===== src/hdl/ctm_pkg.sv =====
// Constants, modes and carrier structs for the compact timer mode logic.
package ctm_pkg;

  // Counter geometry: 10-bit up-counter, P code compared with the top three bits.
  localparam int          CTM_CNT_W    = 10;
  localparam int          CTM_P_W      = 3;
  localparam int          CTM_P_SHIFT  = 7;
  localparam logic [9:0]  CTM_CNT_MAX  = 10'h3ff;
  localparam logic [9:0]  CTM_CNT_RST  = 10'h000;
  localparam logic [10:0] CTM_FULL_PER = 11'h400;
  localparam logic [6:0]  CTM_P_LOW    = 7'h00;

  // Operating modes selected by the two mode-select bits.
  typedef enum logic [1:0] {
    CTM_MODE_CMP = 2'b00,
    CTM_MODE_CAP = 2'b01,
    CTM_MODE_PWM = 2'b10,
    CTM_MODE_TC  = 2'b11
  } ctm_mode_e;

  // Output-function codes in compare-match mode.
  localparam logic [1:0] CTM_OF_NONE   = 2'h0;
  localparam logic [1:0] CTM_OF_LOW    = 2'h1;
  localparam logic [1:0] CTM_OF_HIGH   = 2'h2;
  localparam logic [1:0] CTM_OF_TOGGLE = 2'h3;

  // Output-function codes in PWM mode.
  localparam logic [1:0] CTM_PF_INACT = 2'h0;
  localparam logic [1:0] CTM_PF_ACT   = 2'h1;
  localparam logic [1:0] CTM_PF_WAVE  = 2'h2;

  // Software control bits of the timer.
  typedef struct packed {
    logic       timer_enable;
    logic       mode_sel_hi;
    logic       mode_sel_lo;
    logic       out_func_hi;
    logic       out_func_lo;
    logic       out_control;
    logic       out_polarity;
    logic       period_duty_swap;
    logic       clear_select;
    logic [9:0] compare_a_value;
    logic [2:0] compare_p_value;
  } ctm_cfg_s;

  // Status seen by software and the pin.
  typedef struct packed {
    logic [9:0] count_value;
    logic       a_match_flag;
    logic       p_match_flag;
    logic       out_pin;
    logic       out_pin_oe;
  } ctm_stat_s;

  // Whole internal state of the timer.
  typedef struct packed {
    logic [9:0] cnt;
    logic       en_d;
    logic       cm_level;
    logic       a_flag;
    logic       p_flag;
    logic       pin;
    logic       pin_oe;
  } ctm_state_s;

  localparam ctm_state_s CTM_STATE_RST = '{cnt: 10'h000, en_d: 1'b0, cm_level: 1'b0,
                                           a_flag: 1'b0, p_flag: 1'b0, pin: 1'b0,
                                           pin_oe: 1'b0};

endpackage


===== src/hdl/ctm_timer.sv =====
// Compact 10-bit timer: compare-match, timer/counter and edge-aligned PWM modes.
//
// Summary of operation
// - Mode field: 00 compare, 11 timer, 10 PWM.
// - Clear-select low: clear on P match or overflow.
// - Clear-select low: raise both A and P flags.
// - Clear-select high: clear on A, only A flag.
// - A zero, clear-select high: overflow, no A flag.
// - Compare pin changes only on A match or enable rise.
// - Function field: low, high, toggle, zero holds.
// - Enable rising edge loads pin initial level.
// - Timer mode counts like compare, pin undriven.
// - PWM ignores the clear-select bit.
// - PWM: one comparator period, other duty.
// - PWM raises A and P flags on matches.
// - PWM: control bit sets level, field forces.
// - Polarity bit inverts the driven waveform.
// - PWM keeps running while pin is forced.
// - Swap clear: period 128 times P code, code zero 1024.
// - Duty at or above period gives full duty.
// - Swap set: A period, duty 128 times code, code zero 1024.
// - Swap bit zero: P period, A duty.
// - Control bit zero active low, one high.
`timescale 1ns/1ps

module ctm_timer (
  input  wire logic               mclk,
  input  wire logic               rst_n,
  input  wire logic               count_tick,
  input  wire ctm_pkg::ctm_cfg_s  cfg,
  input  wire logic               a_flag_clr,
  input  wire logic               p_flag_clr,
  output ctm_pkg::ctm_stat_s      stat
);

  ctm_pkg::ctm_state_s st_reg;
  ctm_pkg::ctm_state_s st_next;
  ctm_pkg::ctm_mode_e  mode;
  logic [1:0]          out_func;
  logic                en_rise;
  logic                run;
  logic [10:0]         cnt_x;
  logic [10:0]         p_period;
  logic [10:0]         a_period;
  logic [10:0]         period;
  logic [10:0]         duty;
  logic                p_hit;
  logic                a_hit;
  logic                a_ovf_end;
  logic                a_ev;
  logic                p_ev;
  logic                clr_cnt;
  logic                pwm_active;
  logic                pwm_level;

  // Field decode and comparator geometry shared by every mode.
  assign mode     = ctm_pkg::ctm_mode_e'({cfg.mode_sel_hi, cfg.mode_sel_lo});
  assign out_func = {cfg.out_func_hi, cfg.out_func_lo};
  assign en_rise  = cfg.timer_enable & ~st_reg.en_d;
  assign run      = cfg.timer_enable & count_tick & ~en_rise;
  assign cnt_x    = {1'b0, st_reg.cnt};

  // P code zero means a full 1024-count period, so the P end lands on overflow.
  assign p_period = (cfg.compare_p_value == 3'h0) ? ctm_pkg::CTM_FULL_PER
                  : {1'b0, cfg.compare_p_value, ctm_pkg::CTM_P_LOW};
  assign a_period = (cfg.compare_a_value == 10'h000) ? ctm_pkg::CTM_FULL_PER
                  : {1'b0, cfg.compare_a_value};

  // A match is taken on the tick that carries the counter up to the compare value.
  assign p_hit     = (cnt_x == p_period - 11'h001);
  assign a_ovf_end = (cnt_x == a_period - 11'h001);
  assign a_hit     = (cfg.compare_a_value != 10'h000) && a_ovf_end;

  // PWM period and duty follow the swap bit; clear-select plays no part.
  assign period = cfg.period_duty_swap ? a_period : p_period;
  assign duty   = cfg.period_duty_swap ? p_period
                : {1'b0, cfg.compare_a_value};

  // Counter below duty is the active phase; duty at or past period never leaves it.
  assign pwm_active = (cnt_x < duty) || (duty >= period);
  assign pwm_level  = pwm_active ? cfg.out_control : ~cfg.out_control;

  // Match events, counter clear choice and flag qualification per mode.
  always_comb begin
    a_ev    = 1'b0;
    p_ev    = 1'b0;
    clr_cnt = 1'b0;
    unique case (mode)
      ctm_pkg::CTM_MODE_CMP, ctm_pkg::CTM_MODE_TC: begin
        if (cfg.clear_select) begin
          a_ev    = run & a_hit;
          clr_cnt = a_ovf_end;
        end else begin
          a_ev    = run & a_hit;
          p_ev    = run & p_hit;
          clr_cnt = p_hit;
        end
      end
      ctm_pkg::CTM_MODE_PWM: begin
        a_ev    = run & a_hit;
        p_ev    = run & p_hit;
        clr_cnt = (cnt_x == period - 11'h001);
      end
      ctm_pkg::CTM_MODE_CAP: begin
        clr_cnt = (st_reg.cnt == ctm_pkg::CTM_CNT_MAX);
      end
    endcase
  end

  // Next state: counter, flags, compare level and the registered pin.
  always_comb begin
    st_next      = st_reg;
    st_next.en_d = cfg.timer_enable;
    if (en_rise) begin
      st_next.cnt      = ctm_pkg::CTM_CNT_RST;
      st_next.cm_level = cfg.out_control;
    end else if (run) begin
      if (clr_cnt) begin
        st_next.cnt = ctm_pkg::CTM_CNT_RST;
      end else begin
        st_next.cnt = st_reg.cnt + 10'h001;
      end
    end
    // Besides the enable-rise load, only an A match moves the compare level; P matches never touch it.
    if (a_ev && mode == ctm_pkg::CTM_MODE_CMP) begin
      unique case (out_func)
        ctm_pkg::CTM_OF_NONE:   st_next.cm_level = st_reg.cm_level;
        ctm_pkg::CTM_OF_LOW:    st_next.cm_level = 1'b0;
        ctm_pkg::CTM_OF_HIGH:   st_next.cm_level = 1'b1;
        ctm_pkg::CTM_OF_TOGGLE: st_next.cm_level = ~st_reg.cm_level;
      endcase
    end
    // A new event beats a clear arriving in the same cycle.
    st_next.a_flag = a_ev | (st_reg.a_flag & ~a_flag_clr);
    st_next.p_flag = p_ev | (st_reg.p_flag & ~p_flag_clr);
    // Pin level; the PWM counter runs regardless of a forced output.
    unique case (mode)
      ctm_pkg::CTM_MODE_CMP: begin
        st_next.pin_oe = 1'b1;
        st_next.pin    = st_next.cm_level ^ cfg.out_polarity;
      end
      ctm_pkg::CTM_MODE_PWM: begin
        st_next.pin_oe = 1'b1;
        case (out_func)
          ctm_pkg::CTM_PF_INACT: st_next.pin = ~cfg.out_control ^ cfg.out_polarity;
          ctm_pkg::CTM_PF_ACT:   st_next.pin = cfg.out_control ^ cfg.out_polarity;
          ctm_pkg::CTM_PF_WAVE:  st_next.pin = pwm_level ^ cfg.out_polarity;
          default:               st_next.pin = st_reg.pin;
        endcase
      end
      ctm_pkg::CTM_MODE_TC, ctm_pkg::CTM_MODE_CAP: begin
        st_next.pin_oe = 1'b0;
        st_next.pin    = st_reg.pin;
      end
    endcase
  end

  // Single state register; all outputs come straight from it.
  always_ff @(posedge mclk or negedge rst_n) begin
    if (!rst_n) begin
      st_reg <= ctm_pkg::CTM_STATE_RST;
    end else begin
      st_reg <= st_next;
    end
  end

  // One assignment drives the whole status struct, so it has a single driver.
  assign stat = '{count_value: st_reg.cnt, a_match_flag: st_reg.a_flag,
                  p_match_flag: st_reg.p_flag, out_pin: st_reg.pin, out_pin_oe: st_reg.pin_oe};

  logic nonpwm;
  assign nonpwm = (mode == ctm_pkg::CTM_MODE_CMP) || (mode == ctm_pkg::CTM_MODE_TC);
endmodule


===== config.mk =====
export PLATFORM = sky130hd
export DESIGN_NAME = ctm_timer
export DESIGN_NICKNAME = d
export VERILOG_FILES = /design/src/hdl/ctm_pkg.sv /design/src/hdl/ctm_timer.sv
export SDC_FILE = /design/constraint.sdc
export NUM_CORES = 1
export LEC_CHECK = 0
export BUFFER_PORTS_ARGS = -buffer_cell sky130_fd_sc_hd__clkbuf_2
export CAP_MARGIN = 10
export CORE_MARGIN = 3
export CORE_UTILIZATION = 55
export DETAILED_ROUTE_END_ITERATION = 8
export GPL_ROUTABILITY_DRIVEN = 0
export PLACE_DENSITY = 0.77
export RECOVER_POWER = 25
export SETUP_SLACK_MARGIN = 0.2
export SLEW_MARGIN = 30
export SYNTH_ARGS = -nofsm -noshare
export SYNTH_HDL_FRONTEND = slang
export SYNTH_SLANG_ARGS = --single-unit

===== constraint.sdc =====
create_clock -name mclk -period 3.35 [get_ports mclk]
set_clock_uncertainty 0.2 [all_clocks]
set_input_delay 0.335 -clock mclk [delete_from_list [all_inputs] [get_ports mclk]]
set_output_delay 0.335 -clock mclk [all_outputs]
set_load 0.1 [all_outputs]

==> metrics.yaml, run 1 <==
status: "finished, final reports clean"
async_flop_share_pct: 100.0
pwr-share-seq_pct: 30.5
via_per_inst: 6.212
core_um2: 4534
p_int_w: 0.0004279
num_vias: 2808
p_clk_share_pct: 23.9
swShare_pct: 39.15
cts_tree: "yes"
die_h_um: 75.99
cts_buffer_depth: 2
r2r_end: "stat[9]"
hold_viol: 0
setup_viol: 0
startpoint: "cfg[5]"
cp-start-kind: "input port"
cp_top_family: "simple AND/OR/NAND/NOR gates"
cts_buffers: 3
diodes: 0
nets: 441
overflow: 0
dpl.cell_count: 442
hold_class: "in -> reg"
synth_area_per_cell_um2: 7.741
drt_iter0_markers: 220
yosysMostFrequentCell: "ha_1"
placement.setup.worst_slack_ns: -0.1462
pwr_density_cell_nw_per_um2: 219.1
synthTopCellsByArea: "dfrtp_1, ha_1, buf_4"
antenna_found_initial: 0
ioPinCount: 41
drv_cap: 0
maxSlewHeadroom_pct: 43.45
comb_power_share_pct: 45.6
yosys.area.top_type: "dfrtp_1"
totalWireLength_mm: 7.657
port_buffers: 40
die-area_um2: 5774
h-tree-depth: 1
synthFlopType: "dfrtp_1"
rrSetupSlack_ns: 0.46
critical_path_arrival_ns: 2.99
clk_latency_ns: 0.25
initial_core_util_pct: 59.41
r2r-start: "stat[10]"
synth_nets: 401
cpPeakStageDelay_ns: 0.55
endpoint: "stat[9]"
max-vdd-ir-drop_mv: 0.3172
core.rowCount: 24
syn_to_final_growth_pct: 19.14
min_path_cells: 2
leakage_nw: 1.452
tightest_slew_ns: 0.8483
fmax_mhz: 327.9
drc: 0
clkSinkCount: 16
grt_usage_pct: 25.09
utilization_pct: 70.78
grt_max_degree: 17
clkTransAtPathRegs_ns: 0.06
largest_register_ffs: 14
synthCells: 348
drive_gt1_share_pct: 27.65
synth-seq-cells: 16
grt_pass1_vias: 2688
report.final.slew_viol_count: 0
root_buffer: "clkbuf_8"
crit_fanout: 15
ys_types: 66
slowest_stage: "or4_4"
critPathBufInv: 2
fp.dieW_um: 75.99
wl_per_cell_um: 16.94
synth.top_cell.area_share_pct: 14.86
synth_edf_count: 0
path_class: "in -> reg"
ys_warn_count: 0
worst_slack_ns: 0.3004
power.total_w: 0.0007033
crit_chain: "clkbuf_2, buf_4, or4_4, o31ai_1, o21ai_0, nor4_1, and4_1, a41o_2, o311ai_0, o21a_1"
hpwl_mm: 5.901
synth_seq_area_share_pct: 14.86
critPathRequiredTime_ns: 3.29
instances_no_fill: 452
p_switching_w: 0.0002754
rr_worst_depth: 9
drtAntennaViolNets: 0
synthTopCellsByCount: "ha_1, nand2_1, inv_1, nor2_1, o21ai_0"
synth_area_um2: 2694
rsz0062_at_grt: "true"
grt_pass1_wl_mm: 12.21
cp.depth: 10
fin_crit_ns: 3.050
dr.pass1.iters: 5
cp-end-kind: "flip-flop"
min_period_over_period_pct: 91.03
==> metal layers <==
layer	vias up	wire [um]	global-route usage [%]
li1	1349	-	-
met1	1331	3441	32.58
met2	103	3583	42.73
met3	25	381	2.719
met4	0	249	9.783
met5	-	0	0
==> what timing repair did <==
item / 4_1_cts / 5_1_grt
gates cloned: 0 / 1
gates resized for setup: 4 / 11
setup buffers: 1 / 3
hold endpoints to repair: 16 / 0
pin swaps: 0 / 7
setup endpoints to repair: 5 / 10
hold buffers: 1 / 0
==> final cells by class <==
class                   count  area, um^2
multi-input cells         270        2123
fillers                   379        1325
repair buffers             74       462.9
flip-flops and latches     16       400.4
inverters                  23       86.33
well taps                  65       81.33
clock buffers               4       55.05
==> worst reg2reg max path, stage by stage (launching register included) <==
cell	delay [ns]
dfrtp_1	0.50
buf_4	0.21
nand3b_1	0.09
o31ai_1	0.22
o21ai_0	0.13
nor4_1	0.31
and4_1	0.35
a41o_2	0.40
o311ai_0	0.22
o21a_1	0.16
==> placed cells by master (no fill, tap or decap), drive strengths merged, types with 9 or more instances in the layout <==
cell     n
a21oi   13
and3    12
buf     33
clkbuf  44
dfrtp   16
ha      26
inv     23
nand2   24
nand3   10
nand4   10
nor2    18
o21ai   19
xnor2   10
xor2     9
==> logic make-up after synthesis <==
| kind of cell | synth area share (%) |
|---|---|
| AO/OA/AOI/OAI | 24.62 |
| XOR/XNOR | 6.177 |
| adder cells (fa/ha/maj) | 12.08 |
| buffers and inverters | 11.89 |
| flip-flops | 14.86 |
| multiplexers | 3.809 |
| AND/OR/NAND/NOR | 26.57 |
==> per-stage QoR <==
stage	TNS, ns	hold slack, ns	area [um^2]
finish	0	0.06293	3209
CTS	0	0.04839	3118
floorplan	0	-0.1606	2788
global route	0	0.06341	3209
detailed placement	-0.6683	0.07788	3020
global placement	-0.2499	0.07554	3020
==> power groups by stage <==
| stage | combinational, W | clock [W] | sequential (W) |
|---|---|---|---|
| 3_3_place_gp | 0.000292 | 0 | 0.000217 |
| 6_report | 0.000321 | 0.000168 | 0.000214 |
| 5_1_grt | 0.000348 | 0.000182 | 0.000216 |
| 2_1_floorplan | 0.000233 | 0 | 0.000209 |
| 3_5_place_dp | 0.000298 | 0 | 0.000217 |
| 4_1_cts | 0.000305 | 0.000173 | 0.000214 |
==> worst min-delay path by stage <==
stage | from | to | slack, ns
after floorplan | rst_n | st_reg[4] | -0.16
after global placement | rst_n | stat[3] | 0.08
after detailed placement | rst_n | stat[3] | 0.08
after CTS | cfg[21] | st_reg[5] | 0.05
after global routing | a_flag_clr | stat[3] | 0.06
final | a_flag_clr | stat[3] | 0.06
Power figures use the tool's default switching activity.
==> run 2: changes to the inputs <==
==> constraint.sdc (replaced) <==
create_clock -name mclk -period 3.53 [get_ports mclk]
set_clock_uncertainty 0.2 [all_clocks]
set_input_delay 0.353 -clock mclk [delete_from_list [all_inputs] [get_ports mclk]]
set_output_delay 0.353 -clock mclk [all_outputs]
set_load 0.1 [all_outputs]
==> run 2 against run 1 <==
First-iteration DRC count grew 27%. Combinational power shrank 11%. Sequential cell count is the same. Hold slack better by 0.017 ns. Critical path type unchanged.
==> metrics.yaml, run 2 (synthesis results as in run 1) <==
critical_path_arrival_ns: 3.07
overflow: 0
min_period_over_period_pct: 88.58
crit_chain: "clkbuf_2, nor4_4, nand3_4, nand3_2, ha_2, nor4bb_1, a22oi_1, xnor2_1, a2bb2oi_2, o2111ai_2, a2111oi_4, buf_6, o311ai_0, o21a_1"
slowest_stage: "nor4_4"
fmax_mhz: 319.8
utilization_pct: 67.30
die-area_um2: 5774
via_per_inst: 6.344
h-tree-depth: 1
drt_iter0_markers: 279
rrSetupSlack_ns: 0.65
multiInputGateArea_um2: 2028
initial_core_util_pct: 59.41
diodes: 0
port_buffers: 40
min_path_cells: 2
hold_class: "in -> reg"
core_um2: 4534
placed_area_um2: 2977
met3_length_um: 548
num_vias: 2823
pwr_density_cell_nw_per_um2: 204.0
clkSinkCount: 16
ioPinCount: 41
r2r-start: "stat[5]"
crit_fanout: 13
wl_per_cell_um: 16.70
largest_register_ffs: 14
cp-start-kind: "input port"
fin_crit_ns: 3.127
rr_worst_depth: 9
ff_latch_area_um2: 400.4
critPathBufInv: 2
min_to: "stat[3]"
cts_tree: "yes"
maxSlewHeadroom_pct: 42.95
cp-end-kind: "flip-flop"
drv_cap: 0
fin_setup_tns_ns: 0
nets: 435
grt_max_degree: 17
root_buffer: "clkbuf_8"
antenna_found_initial: 0
clk_latency_ns: 0.25
met2_length_mm: 3.371
cpPeakStageDelay_ns: 0.40
cp_top_family: "compound AO/OA/AOI/OAI gates"
hp-start: "a_flag_clr"
placement.setup.worst_slack_ns: 0.1172
leakage_nw: 1.392
cts_buffers: 3
path_class: "in -> reg"
highest_layer: "met4"
final_cell_mix: "clkbuf_2, buf_4, nand2_1, ha_1, inv_1"
power.total_w: 0.0006224
worst_slack_ns: 0.4031
drtAntennaViolNets: 0
report.final.slew_viol_count: 0
totalWireLength_mm: 7.430
tightest_slew_ns: 0.8557
grt_usage_pct: 25.12
cts_buffer_depth: 2
hold_viol: 0
syn_to_final_growth_pct: 13.28
rsz0062_at_grt: "false"
grt_pass1_wl_mm: 12.28
dr.pass1.iters: 5
mostFrequentLayoutCell: "clkbuf_2"
fillCellCount: 397
r2r_end: "stat[1]"
setup_viol: 0
core.rowCount: 24
status: "finished, final reports clean"
die_h_um: 75.99
hpwl_mm: 5.865
clkTransAtPathRegs_ns: 0.06
critPathRequiredTime_ns: 3.47
max-vdd-ir-drop_mv: 0.3014
drc: 0
final_area_um2: 3052
grt_pass1_vias: 2558
fp.dieW_um: 75.99
drive_gt1_share_pct: 23.16
wl_met1_mm: 3.353
[run 2: changes by cell type in the layout (fill, tap and decap cells not counted), sizes merged]
cell / previous run / this run
clkbuf: 44 / 43
buf: 33 / 27
[run 2: per-layer routing]
| layer | track usage [%] | up-vias |
|---|---|---|
| met5 | 0 | - |
| met1 | 36.33 | 1311 |
| li1 | - | 1349 |
| met2 | 40.43 | 144 |
| met4 | 6.884 | 0 |
| met3 | 1.773 | 19 |
[run 2: worst max path at each step]
| stage | cells past startpoint | to | from |
|---|---|---|---|
| finish | 14 | stat[9] | cfg[8] |
| global placement | 12 | stat[1] | cfg[7] |
| global route | 14 | stat[11] | cfg[8] |
| CTS | 14 | stat[9] | cfg[7] |
| floorplan | 16 | stat[12] | cfg[7] |
| detailed placement | 14 | stat[9] | cfg[7] |
[run 2: report_power, final]
| part | total [W] | leakage (nW) | internal [W] | switching [W] |
|---|---|---|---|---|
| clock network | 0.000134 | 0.0216 | 0.0000756 | 0.0000580 |
| registers | 0.000204 | 0.214 | 0.000191 | 0.0000123 |
| logic | 0.000285 | 1.16 | 0.000104 | 0.000181 |
[run 2: what timing repair did]
action | CTS | global route
gates resized for setup | 0 | 1
hold endpoints to repair | 16 | 0
hold buffers | 1 | 0
endpoints found under the setup margin | 0 | 5
buffers inserted | 0 | 3
[run 2: area by class of cell]
cell class              instances  share of cell area [%]
flip-flops and latches         16                   13.12
clock buffers                   3                   1.353
multi-input cells             270                   66.46
well taps                      65                   2.665
inverters                      23                   2.829
repair buffers                 68                   13.57
[run 2: per-stage QoR]
step	cells	hold WS (ns)
after detailed placement	438	0.09611
after floorplan	348	-0.1426
after global routing	445	0.09168
after CTS	442	0.07614
after global placement	438	0.09216
final	445	0.08026
